===== src/verilog/gdmr_pkg.sv =====
package gdmr_pkg;

  // ****************************************************************
  // Command bytes received from the host.
  // ****************************************************************
  localparam logic [7:0] CMD_SET_CFG0 = 8'h81;
  localparam logic [7:0] CMD_GET_CFG0 = 8'h82;
  localparam logic [7:0] CMD_STATUS0 = 8'h85;
  localparam logic [7:0] CMD_STATUS1 = 8'h86;

  // ****************************************************************
  // First bytes of device replies and unsolicited reports.
  // ****************************************************************
  localparam logic [7:0] RSP_SET_CFG0_NAK = 8'h01;
  localparam logic [7:0] RSP_SET_CFG0_ACK = 8'h41;
  localparam logic [7:0] RSP_GET_CFG0_NAK = 8'h02;
  localparam logic [7:0] RSP_GET_CFG0_ACK = 8'h42;
  localparam logic [7:0] RSP_STATUS0_NAK = 8'h05;
  localparam logic [7:0] RSP_STATUS0_ACK = 8'h45;
  localparam logic [7:0] RSP_STATUS1_NAK = 8'h06;
  localparam logic [7:0] RSP_STATUS1_ACK = 8'h46;
  localparam logic [7:0] RPT_STATUS0 = 8'h85;
  localparam logic [7:0] RPT_STATUS1 = 8'h86;
  localparam logic [7:0] RSP_UNKNOWN_NAK = 8'h00;

  // ****************************************************************
  // Field positions and reset values.
  // ****************************************************************
  localparam int unsigned S1_BOR_BIT = 4;
  localparam logic [7:0] S0_RESERVED_MASK = 8'h08;
  localparam logic [7:0] S1_USED_MASK = 8'h0f;
  localparam logic [7:0] CFG0_WRITABLE_MASK = 8'h4f;
  localparam logic [7:0] CFG0_RESET = 8'h00;
  localparam logic [7:0] S1_RESET = 8'h10;
  localparam int unsigned CFG0_PULLUP_BIT = 6;
  localparam int unsigned CFG0_UNDERVOLTAGE_LOCKOUT_BIT = 3;
  localparam int unsigned CFG0_OCP_DIS_BIT = 2;

  // Two-byte message as it leaves the device.
  typedef struct packed {
    logic [7:0] code;
    logic [7:0] payload;
  } gdmr_msg_type;

  typedef enum logic [1:0] {
    GDMR_IDLE = 2'b00,
    GDMR_WAIT_DATA = 2'b01,
    GDMR_SEND_CODE = 2'b10,
    GDMR_SEND_DATA = 2'b11
  } gdmr_state_type;

endpackage


===== src/verilog/gdmr_responder.sv =====
`timescale 1ns/1ps
module gdmr_responder
  import gdmr_pkg::*;
(
  // Clock and reset.
  input wire logic clk,
  input wire logic reset_n,
  // Bytes received from the host message link.
  input wire logic rx_valid,
  input wire logic [7:0] rx_data,
  input wire logic rx_error,
  // Bytes sent to the host message link.
  output logic tx_valid,
  output logic [7:0] tx_data,
  input wire logic tx_ready,
  // Fault levels from the analog monitors.
  input wire logic [7:0] fault_primary_in,
  input wire logic [3:0] fault_secondary_in,
  // Configuration outputs to the analog blocks.
  output logic pullup_disconnect,
  output logic undervoltage_lockout_disable,
  output logic ocp_detect_disable,
  output logic [1:0] ocp_threshold_sel
);

  // ****************************************************************
  // Storage.
  // ****************************************************************
  gdmr_state_type state_q;
  gdmr_msg_type msg_q;
  logic [7:0] fault_flags_primary_q;
  logic [7:0] fault_flags_secondary_q;
  logic [7:0] protection_config_q;
  logic [7:0] prev_primary_q;
  logic [3:0] prev_secondary_q;
  logic report0_pend_q;
  logic report1_pend_q;
  logic tx_valid_q;
  logic [7:0] tx_data_q;

  logic [7:0] s0_live;
  logic [7:0] s1_live;
  logic rx_take;
  logic clr_s0;
  logic clr_s1;
  logic cfg_accept;
  logic send_rpt0;
  logic send_rpt1;
  logic byte_sent;

  // Reserved status-0 bit forced low; status-1 keeps only used bits.
  assign s0_live = fault_primary_in & ~S0_RESERVED_MASK;
  assign s1_live = {4'h0, fault_secondary_in};
  assign rx_take = rx_valid && (state_q == GDMR_IDLE ||
                                state_q == GDMR_WAIT_DATA);
  assign byte_sent = tx_valid_q && tx_ready;
  assign send_rpt0 = state_q == GDMR_IDLE && !rx_valid && report0_pend_q;
  assign send_rpt1 = state_q == GDMR_IDLE && !rx_valid &&
                     !report0_pend_q && report1_pend_q;
  // Only a clean, reserved-clear data byte may change the config.
  assign cfg_accept = state_q == GDMR_WAIT_DATA && rx_valid &&
                      !rx_error &&
                      (rx_data & ~CFG0_WRITABLE_MASK) == 8'h00;
  // Flags clear once their contents have been handed out.
  assign clr_s0 = state_q == GDMR_SEND_DATA && byte_sent &&
                  (msg_q.code == RSP_STATUS0_ACK ||
                   msg_q.code == RPT_STATUS0);
  assign clr_s1 = state_q == GDMR_SEND_DATA && byte_sent &&
                  (msg_q.code == RSP_STATUS1_ACK ||
                   msg_q.code == RPT_STATUS1);

  // ****************************************************************
  // Message sequencer.
  // ****************************************************************

  // Host messages take priority over unprompted reports.
  always_ff @(posedge clk) begin
    if (!reset_n) begin
      state_q <= GDMR_IDLE;
      msg_q <= '0;
    end else begin
      case (state_q)
        GDMR_IDLE: begin
          if (rx_valid) begin
            state_q <= GDMR_SEND_CODE;
            if (rx_error) begin
              msg_q <= {RSP_UNKNOWN_NAK, 8'h00};
            end else if (rx_data == CMD_STATUS0) begin
              msg_q <= {RSP_STATUS0_ACK, fault_flags_primary_q};
            end else if (rx_data == CMD_STATUS1) begin
              msg_q <= {RSP_STATUS1_ACK, fault_flags_secondary_q};
            end else if (rx_data == CMD_GET_CFG0) begin
              msg_q <= {RSP_GET_CFG0_ACK, protection_config_q};
            end else if (rx_data == CMD_SET_CFG0) begin
              state_q <= GDMR_WAIT_DATA;
            end else begin
              msg_q <= {RSP_UNKNOWN_NAK, 8'h00};
            end
          end else if (send_rpt0) begin
            state_q <= GDMR_SEND_CODE;
            msg_q <= {RPT_STATUS0, fault_flags_primary_q};
          end else if (send_rpt1) begin
            state_q <= GDMR_SEND_CODE;
            msg_q <= {RPT_STATUS1, fault_flags_secondary_q};
          end
        end
        GDMR_WAIT_DATA: begin
          if (rx_valid) begin
            state_q <= GDMR_SEND_CODE;
            if (cfg_accept) begin
              msg_q <= {RSP_SET_CFG0_ACK, rx_data};
            end else begin
              msg_q <= {RSP_SET_CFG0_NAK, protection_config_q};
            end
          end
        end
        GDMR_SEND_CODE: begin
          if (byte_sent) begin
            state_q <= GDMR_SEND_DATA;
          end
        end
        GDMR_SEND_DATA: begin
          if (byte_sent) begin
            state_q <= GDMR_IDLE;
          end
        end
        default: begin
          state_q <= GDMR_IDLE;
        end
      endcase
    end
  end

  // Transmit byte holds until the link takes it.
  always_ff @(posedge clk) begin
    if (!reset_n) begin
      tx_valid_q <= 1'b0;
      tx_data_q <= 8'h00;
    end else if (tx_valid_q && !tx_ready) begin
      tx_valid_q <= 1'b1;
    end else if (state_q == GDMR_SEND_CODE && !tx_valid_q) begin
      tx_valid_q <= 1'b1;
      tx_data_q <= msg_q.code;
    end else if (state_q == GDMR_SEND_CODE && byte_sent) begin
      tx_valid_q <= 1'b1;
      tx_data_q <= msg_q.payload;
    end else begin
      tx_valid_q <= 1'b0;
    end
  end

  // ****************************************************************
  // Fault flags and unprompted report requests.
  // ****************************************************************

  // Sticky flags; a new fault in the clearing cycle is kept.
  always_ff @(posedge clk) begin
    if (!reset_n) begin
      fault_flags_primary_q <= 8'h00;
    end else if (clr_s0) begin
      // Faults raised after the payload was captured survive the clear.
      fault_flags_primary_q <= s0_live |
        (fault_flags_primary_q & ~msg_q.payload);
    end else begin
      fault_flags_primary_q <= fault_flags_primary_q | s0_live;
    end
  end

  // The brown-out bit starts set and drops only on an accepted write.
  always_ff @(posedge clk) begin
    if (!reset_n) begin
      fault_flags_secondary_q <= S1_RESET;
    end else begin
      if (clr_s1) begin
        fault_flags_secondary_q[3:0] <= s1_live[3:0] |
          (fault_flags_secondary_q[3:0] & ~msg_q.payload[3:0]);
      end else begin
        fault_flags_secondary_q[3:0] <=
          fault_flags_secondary_q[3:0] | s1_live[3:0];
      end
      if (cfg_accept) begin
        fault_flags_secondary_q[S1_BOR_BIT] <= 1'b0;
      end
      fault_flags_secondary_q[7:5] <= 3'b000;
    end
  end

  // A rising fault queues a report; it wins over a start in the same cycle.
  always_ff @(posedge clk) begin
    if (!reset_n) begin
      prev_primary_q <= 8'h00;
      prev_secondary_q <= 4'h0;
      report0_pend_q <= 1'b0;
      report1_pend_q <= 1'b0;
    end else begin
      prev_primary_q <= s0_live;
      prev_secondary_q <= fault_secondary_in;
      if ((s0_live & ~prev_primary_q) != 8'h00) begin
        report0_pend_q <= 1'b1;
      end else if (send_rpt0) begin
        report0_pend_q <= 1'b0;
      end
      if ((fault_secondary_in & ~prev_secondary_q) != 4'h0) begin
        report1_pend_q <= 1'b1;
      end else if (send_rpt1) begin
        report1_pend_q <= 1'b0;
      end
    end
  end

  // ****************************************************************
  // Configuration-0 storage and its outputs.
  // ****************************************************************

  // Refused writes leave the stored value alone.
  always_ff @(posedge clk) begin
    if (!reset_n) begin
      protection_config_q <= CFG0_RESET;
    end else if (cfg_accept) begin
      protection_config_q <= rx_data;
    end
  end

  // Registered copies so that every output comes from a flip-flop.
  always_ff @(posedge clk) begin
    if (!reset_n) begin
      pullup_disconnect <= 1'b0;
      undervoltage_lockout_disable <= 1'b0;
      ocp_detect_disable <= 1'b0;
      ocp_threshold_sel <= 2'b00;
    end else begin
      pullup_disconnect <= protection_config_q[CFG0_PULLUP_BIT];
      undervoltage_lockout_disable <=
        protection_config_q[CFG0_UNDERVOLTAGE_LOCKOUT_BIT];
      ocp_detect_disable <= protection_config_q[CFG0_OCP_DIS_BIT];
      ocp_threshold_sel <= protection_config_q[1:0];
    end
  end

  assign tx_valid = tx_valid_q;
  assign tx_data = tx_data_q;

endmodule


===== config.mk =====
export PLATFORM = sky130hd
export DESIGN_NAME = gdmr_responder
export DESIGN_NICKNAME = d
export VERILOG_FILES = /design/src/verilog/gdmr_pkg.sv /design/src/verilog/gdmr_responder.sv
export SDC_FILE = /design/constraint.sdc
export NUM_CORES = 1
export LEC_CHECK = 0
export BUFFER_PORTS_ARGS = -buffer_cell sky130_fd_sc_hd__buf_2
export CORE_UTILIZATION = 40
export CTS_BUF_LIST = sky130_fd_sc_hd__clkbuf_16
export CTS_CLUSTER_SIZE = 16
export DETAILED_ROUTE_END_ITERATION = 16
export HOLD_SLACK_MARGIN = 0.03
export PLACE_DENSITY = 0.7
export SYNTH_ARGS = -nofsm -noshare
export SYNTH_HDL_FRONTEND = slang
export SYNTH_SLANG_ARGS = --single-unit

===== constraint.sdc =====
create_clock -name clk -period 3.4 [get_ports clk]
set_input_delay 0.17 -clock clk [delete_from_list [all_inputs] [get_ports clk]]
set_output_delay 0.17 -clock clk [all_outputs]
set_load 0.02 [all_outputs]

==> results.ini, run 1 <==
[place]
hpwl_mm=5.14
gp_congestion=0.903
pre_cts_slack_ps=1010
placed_area_um2=3240
dp_cells=432
port_buffers=37

[sta]
hold_ws_ps=67.7
finalHoldViolations=0
fin_ws_ps=991
rsz0062_at_grt=false
tightest_slew_ps=711
post-route-period-util=0.709
fin_skew_ps=3.54
fmax_mhz=415
finalSetupTns_ps=0
min_period_ps=2410
setup_viol=0
slew_headroom=0.524
slew_viol_final=0

[routing]
routed_wl_mm=7.38
routedWlPerCell_um=16.5
met2_length_mm=3.19
drt.antenna.violating_nets=0
detailroute.via_count=2521
vias_per_cell=5.63
route.met3.wl_um=463
drtIter0Drc=141
drc=0
dr.pass1.iters=4
top_layer=met4
m1WireLength_mm=3.55

[setup_path]
cp-end-kind=register
worstPathRequired_ps=3620
crit_chain=inv_1 > ha_1 > mux2i_1 > or2_0 > a311o_1 > o311a_1
worstSetupPathType=register to register
cp.arrival_ps=2630
cpPeakStageDelay_ps=560
critPathSlowestCell=ha_1
startpoint_type=register
cp_max_fo=15

[synthesis]
yosys.area.top_type=dfxtp_1
ys.flop_type=dfxtp_1
synth_top_area_frac=0.416
synth-async-reset-ratio=0
avgSynthCellArea_um2=9.74
yosysWarnings=0
synth_cells=311
syn_nets=341
synth_edf_count=0
ys_seq_area_frac=0.416
ys_ff_latch=63
yosys-top-cells-area=dfxtp_1 (42%), mux2i_1 (4.0%), a21oi_1 (3.0%)
synth.distinct_cells=69
netlist_area_um2=3030

[floorplan]
io_pins=39
core_area_um2=7290
die_h_um=89.0
num_rows=31
die_w_um=89.0
die-area_um2=7930
start_util=0.416

[clock_tree]
cts_root_buffer=clkbuf_16
hold_buffers=0
cts_tree=yes
cts_resized=0
cts_max_path_buffers=2
clk_pin_slew_ps=50
numCtsBuffers=9
clkSinkCount=63
clk-insertion-delay-late_ps=330
htreeDepth=3
post-cts-setup-buffer-count=0

[final_layout]
instances_no_fill=448
fin_area_um2=3560
area_growth_syn_to_layout_pct=17.3
n_antenna_cell=0
fillers=733
ff_latch_area_um2=1260
final_util=0.488
multiInputGateArea_um2=1590
drive_gt1_frac=0.218
layout.nets=374

[grt]
grtUsageTotal=0.206
grt_pass1_vias=2351
antenna_found_initial=0
grt_max_degree=42
gr-total-overflow=0
grt_pass1_wl_mm=12.0

[power]
leakagePower_nw=1.51
max-vdd-ir-drop_mv=0.320
power_density_nw_per_um2=745
power.total_mw=2.65

[run_status]
status=completed

[hold_path]
hp-class=input port to register

[run]
drv_cap=0

==> cell usage after synthesis, drive strengths merged (3+ instances only) <==
master and count:
a311o 3, a21oi 18, a22oi 3, nor3 3, o2bb2ai 5, mux2 4
o22ai 4, nand4 6, nor4b 3, o21a 10, nor2b 3, nor2 17
ha 5, nor3b 5, o21ai 20, nand3b 4, and2 14, clkbuf 10
inv 15, dfxtp 63, nand2 12, mux2i 12, a221oi 5, a21boi 9
a211oi 5, buf 5, and3 10, o32ai 5
==> cell families (layout without fill, tap and decap cells) <==
| group | count (synthesis) | in the layout | synth area share |
|---|---|---|---|
| DFF | 63 | 63 | 0.416 |
| muxes | 16 | 16 | 0.0545 |
| buffers and inverters | 32 | 70 | 0.0578 |
| AOI/OAI and AO/OA | 105 | 105 | 0.251 |
| and+or+nand+nor | 88 | 88 | 0.194 |
| adders and majority gates | 5 | 5 | 0.0206 |
| xor gates and xnor gates | 2 | 2 | 0.00578 |
==> final timing paths <==
path / start / to / slack [ps] / depth (start not counted)
max: state_q[1] / msg_q[4] / 990 / 6
min: fault_secondary_in[0] / prev_secondary_q[0] / 70 / 2
max reg2reg: state_q[1] / msg_q[4] / 990 / 6
min reg2reg: fault_flags_primary_q[3] / fault_flags_primary_q[3] / 460 / 2
==> per-layer routing <==
metal,vias up,track usage
li1,1220,-
met4,0,0.0880
met1,1221,0.274
met2,69,0.313
met5,-,0
met3,11,0.0563
==> registers in the layout, indices dropped and copies added, names as in the netlist <==
signal / count
fault_flags_primary_q: 8
fault_flags_secondary_q: 5
msg_q: 13
ocp_detect_disable: 1
ocp_threshold_sel: 2
prev_primary_q: 7
prev_secondary_q: 4
protection_config_q: 8
pullup_disconnect: 1
report0_pend_q: 1
report1_pend_q: 1
state_q: 2
tx_data: 8
tx_valid: 1
undervoltage_lockout_disable: 1
==> where the power goes <==
group	internal [mW]	leakage, nW	total (mW)	switching, mW
combinational	0.300	0.844	0.735	0.434
clock	0.635	0.153	0.961	0.326
sequential	0.853	0.518	0.954	0.102
==> area by class of cell <==
class                           count  share of cell area
Sequential cell                    63               0.355
Timing Repair Buffer               37              0.0521
Tap cell                           99              0.0348
Clock buffer                        9              0.0633
Inverter                           17              0.0218
Clock inverter                      7              0.0250
Multi-Input combinational cell    216               0.448
==> worst max-delay path: cells and delay by family (launching register included) <==
kind / cells / cell delay, ps
AO/OA/AOI/OAI: 2 / 650
adder cells (fa/ha/maj): 1 / 560
AND/OR/NAND/NOR: 1 / 470
flip-flops: 1 / 320
multiplexers: 1 / 170
buffers and inverters: 1 / 110
==> layout by cell type, fill, tap and decap left out, types with 5 or more instances in the layout <==
cell type | synthesis | routed
o21a_1 | 10 | 10
nor2_1 | 15 | 15
buf_2 | 1 | 37
nand4_1 | 5 | 5
o21ai_0 | 17 | 17
and2_1 | 14 | 14
nand2_1 | 11 | 11
a211oi_1 | 5 | 5
ha_1 | 5 | 5
clkbuf_16 | 0 | 9
inv_1 | 15 | 16
o2bb2ai_1 | 5 | 5
mux2i_1 | 12 | 12
a221oi_1 | 5 | 5
dfxtp_1 | 63 | 63
a21oi_1 | 18 | 18
and3_1 | 8 | 8
a21boi_1 | 5 | 5
Note: power is estimated with default switching activity, not from simulation.
==> run 2: changes to the inputs <==
- ABC_AREA: default -> 1
- clock period: 3.4 -> 2.5 ns (I/O delays scaled with it)
==> run 2 against run 1 <==
Worst setup slack worse by 440 ps. Combinational power grew 36%. Via count rose by 12%. Routed wire length shrank 5.3%.
==> results.ini, run 2 <==
[final_layout]
multiInputGateArea_um2=1500  ; -6.1%
fillers=745  ; +1.6%
final_util=0.500  ; +0.0126
largest_register_ffs=13  ; unchanged
final_cell_mix=nand2_1 (121), inv_1 (67), dfxtp_1 (63), nor2_1 (45)
regMostFlops=msg_q
layout.cells.most_common=nand2_1
drive_gt1_frac=0.166  ; -0.0518
n_antenna_cell=0  ; unchanged
ff_latch_area_um2=1260  ; unchanged
layout.nets=521  ; +39%
fin_area_um2=3710  ; +4.2%
area_growth_syn_to_layout_pct=19.0

[power]
power.total_mw=3.39  ; +28%
combPwrFrac=0.294  ; +0.017
netSwitchingPower_mw=1.17  ; +35%
switching_share=0.344  ; +0.0186
p_clk_frac=0.346  ; -0.017
power.internal_mw=2.23  ; +25%
max-vdd-ir-drop_mv=0.325  ; +1.5%
power_density_nw_per_um2=916  ; +23%
pwr-share-seq=0.360  ; about the same
leakagePower_nw=1.88  ; +24%

[synthesis]
synth_common_cells=nand2_1 (121), inv_1 (67), dfxtp_1 (63)
avgSynthCellArea_um2=6.94  ; -29%
ys_ff_latch=63  ; unchanged
synth.distinct_cells=37  ; -46%
synth_cells=449  ; +44%
syn_nets=479  ; +40%
ys_seq_area_frac=0.405  ; -0.0114
synth_top_area_frac=0.405  ; -0.0114
synth_edf_count=0  ; unchanged
yosys.area.top_type=dfxtp_1
yosysMostFrequentCell=nand2_1
yosysWarnings=0  ; unchanged
netlist_area_um2=3120  ; +2.8%
yosys-top-cells-area=dfxtp_1 (40%), nand2_1 (15%), inv_1 (8.1%)
ys.flop_type=dfxtp_1
synth-async-reset-ratio=0  ; unchanged

[sta]
post-route-period-util=0.778  ; +0.0695
tightest_slew_ps=735  ; +23.4 ps
finalSetupTns_ps=0  ; unchanged
fin_ws_ps=555  ; -436 ps
slew_viol_final=0  ; unchanged
min_period_ps=1950  ; -464 ps
fmax_mhz=514  ; +24%
fin_skew_ps=7.23  ; +3.69 ps
slew_headroom=0.510  ; -0.0142
finalHoldViolations=0  ; unchanged
setup_viol=0  ; unchanged
rsz0062_at_grt=false

[clock_tree]
cts_tree=yes
clk_pin_slew_ps=50  ; about the same
cts_root_buffer=clkbuf_16
cts_max_path_buffers=2  ; unchanged
numCtsBuffers=9  ; unchanged
htreeDepth=3  ; unchanged
clk-insertion-delay-late_ps=320  ; about the same
post-cts-setup-buffer-count=0  ; unchanged
clkSinkCount=63  ; unchanged

[run_status]
status=completed

[floorplan]
start_util=0.421  ; +0.00496
io_pins=39  ; unchanged
die_h_um=90.3  ; +1.4%
num_rows=31  ; unchanged
core_area_um2=7410  ; +1.6%
die_w_um=90.3  ; +1.4%
die-area_um2=8150  ; +2.7%

[grt]
gr-total-overflow=0  ; unchanged
grt_pass1_vias=2570  ; +9.3%
grtUsageTotal=0.186  ; -0.0197
antenna_found_initial=0  ; unchanged
grt_pass1_wl_mm=12.0  ; +0.12%
grt_max_degree=42  ; unchanged

[routing]
detailroute.via_count=2824  ; +12%
drt.antenna.violating_nets=0  ; unchanged
routedWlPerCell_um=11.8  ; -28%
vias_per_cell=4.76  ; -15%
drc=0  ; unchanged
drtIter0Drc=240  ; +70%
dr.pass1.iters=4  ; unchanged
routed_wl_mm=6.99  ; -5.3%

[place]
gp_congestion=0.827  ; -8.4%
placed_area_um2=3360  ; +3.6%
hpwl_mm=4.99  ; -2.9%
port_buffers=37  ; unchanged
pre_cts_slack_ps=612  ; -396 ps

[setup_path]
worstPathRequired_ps=2700  ; -920 ps
crit_chain=inv_1 > ha_1 > nand3_1 > nand3_1 > o21ai_0 > nor2_1 > nand2_1 > a21oi_1 > nor2_1
critPathSlowestCell=nand3_1
cpPeakStageDelay_ps=370  ; -190 ps
path_buf_inv=1  ; unchanged
cp.arrival_ps=2150  ; -480 ps
cp-end-kind=register
cp_max_fo=13  ; -2
startpoint_type=register
crit_family=simple AND/OR/NAND/NOR gates
worstSetupPathType=register to register

[hold_path]
hp-class=input port to register

[run]
drv_cap=0  ; unchanged

[run 2: cell count changes after synthesis, moves of 12 or more]
cell / previous run / this run
inv_1: 15 / 67
mux2i_1: 12 / 0
nor2_1: 15 / 45
and2_1: 14 / 0
o211ai_1: 0 / 13
nand2_1: 11 / 121
nand3_1: 0 / 37
[run 2: metrics by stage]
| step | cells | hold WS [ps] |
|---|---|---|
| 2_1_floorplan | 449 | 237 |
| 3_3_place_gp | 572 | 345 |
| 3_5_place_dp | 572 | 346 |
| 4_1_cts | 593 | 32.1 |
| 5_1_grt | 593 | 47.6 |
| 6_report | 593 | 38.1 |
[run 2: cell type report]
type,count,share of cell area
Clock inverter,5,0.0138
Tap cell,99,0.0334
Inverter,73,0.0749
Multi-Input combinational cell,298,0.404
Timing Repair Buffer,46,0.0729
Sequential cell,63,0.340
Clock buffer,9,0.0608
[run 2: repair_timing]
action,4_1_cts,5_1_grt
endpoints found under the hold margin,8,0
hold buffers,7,0
gates resized for setup,0,0
[run 2: logic make-up (layout without fill, tap and decap cells)]
kind of cell,Yosys count,count (layout),synth area share
AO/OA/AOI/OAI,66,66,0.132
adder cells (fa/ha/maj),5,5,0.0201
buffers and inverters,88,133,0.115
AND/OR/NAND/NOR,227,227,0.329
flip-flops,63,63,0.405
[run 2: worst reg2reg max path: cells and delay by family (launching register included)]
kind | cells | cell delay, ps
flops | 1 | 340
simple gates | 5 | 780
compound gates | 2 | 300
fa+ha+maj | 1 | 300
buf+inv | 1 | 110
[run 2: final timing paths]
check	from	end	slack (ps)	cells past startpoint
worst max register to register	state_q[0]	msg_q[4]	550	9
worst min register to register	protection_config_q[6]	pullup_disconnect	430	2
worst min-delay path	fault_secondary_in[1]	prev_secondary_q[1]	40	3
worst max-delay path	state_q[0]	msg_q[4]	550	9
[run 2: routing by layer]
metal,part of all wire,global-route usage
met2,0.43,0.277
met4,0.018,0.0941
met5,0,0
met1,0.51,0.254
met3,0.038,0.0370
[run 2: power by group through the flow]
stage | registers, mW | clock network (mW) | logic (mW)
floorplan | 1.25 | 0 | 0.763
global placement | 1.24 | 0 | 0.960
detailed placement | 1.24 | 0 | 0.977
CTS | 1.22 | 1.19 | 0.998
global route | 1.24 | 1.24 | 1.14
finish | 1.22 | 1.17 | 0.999
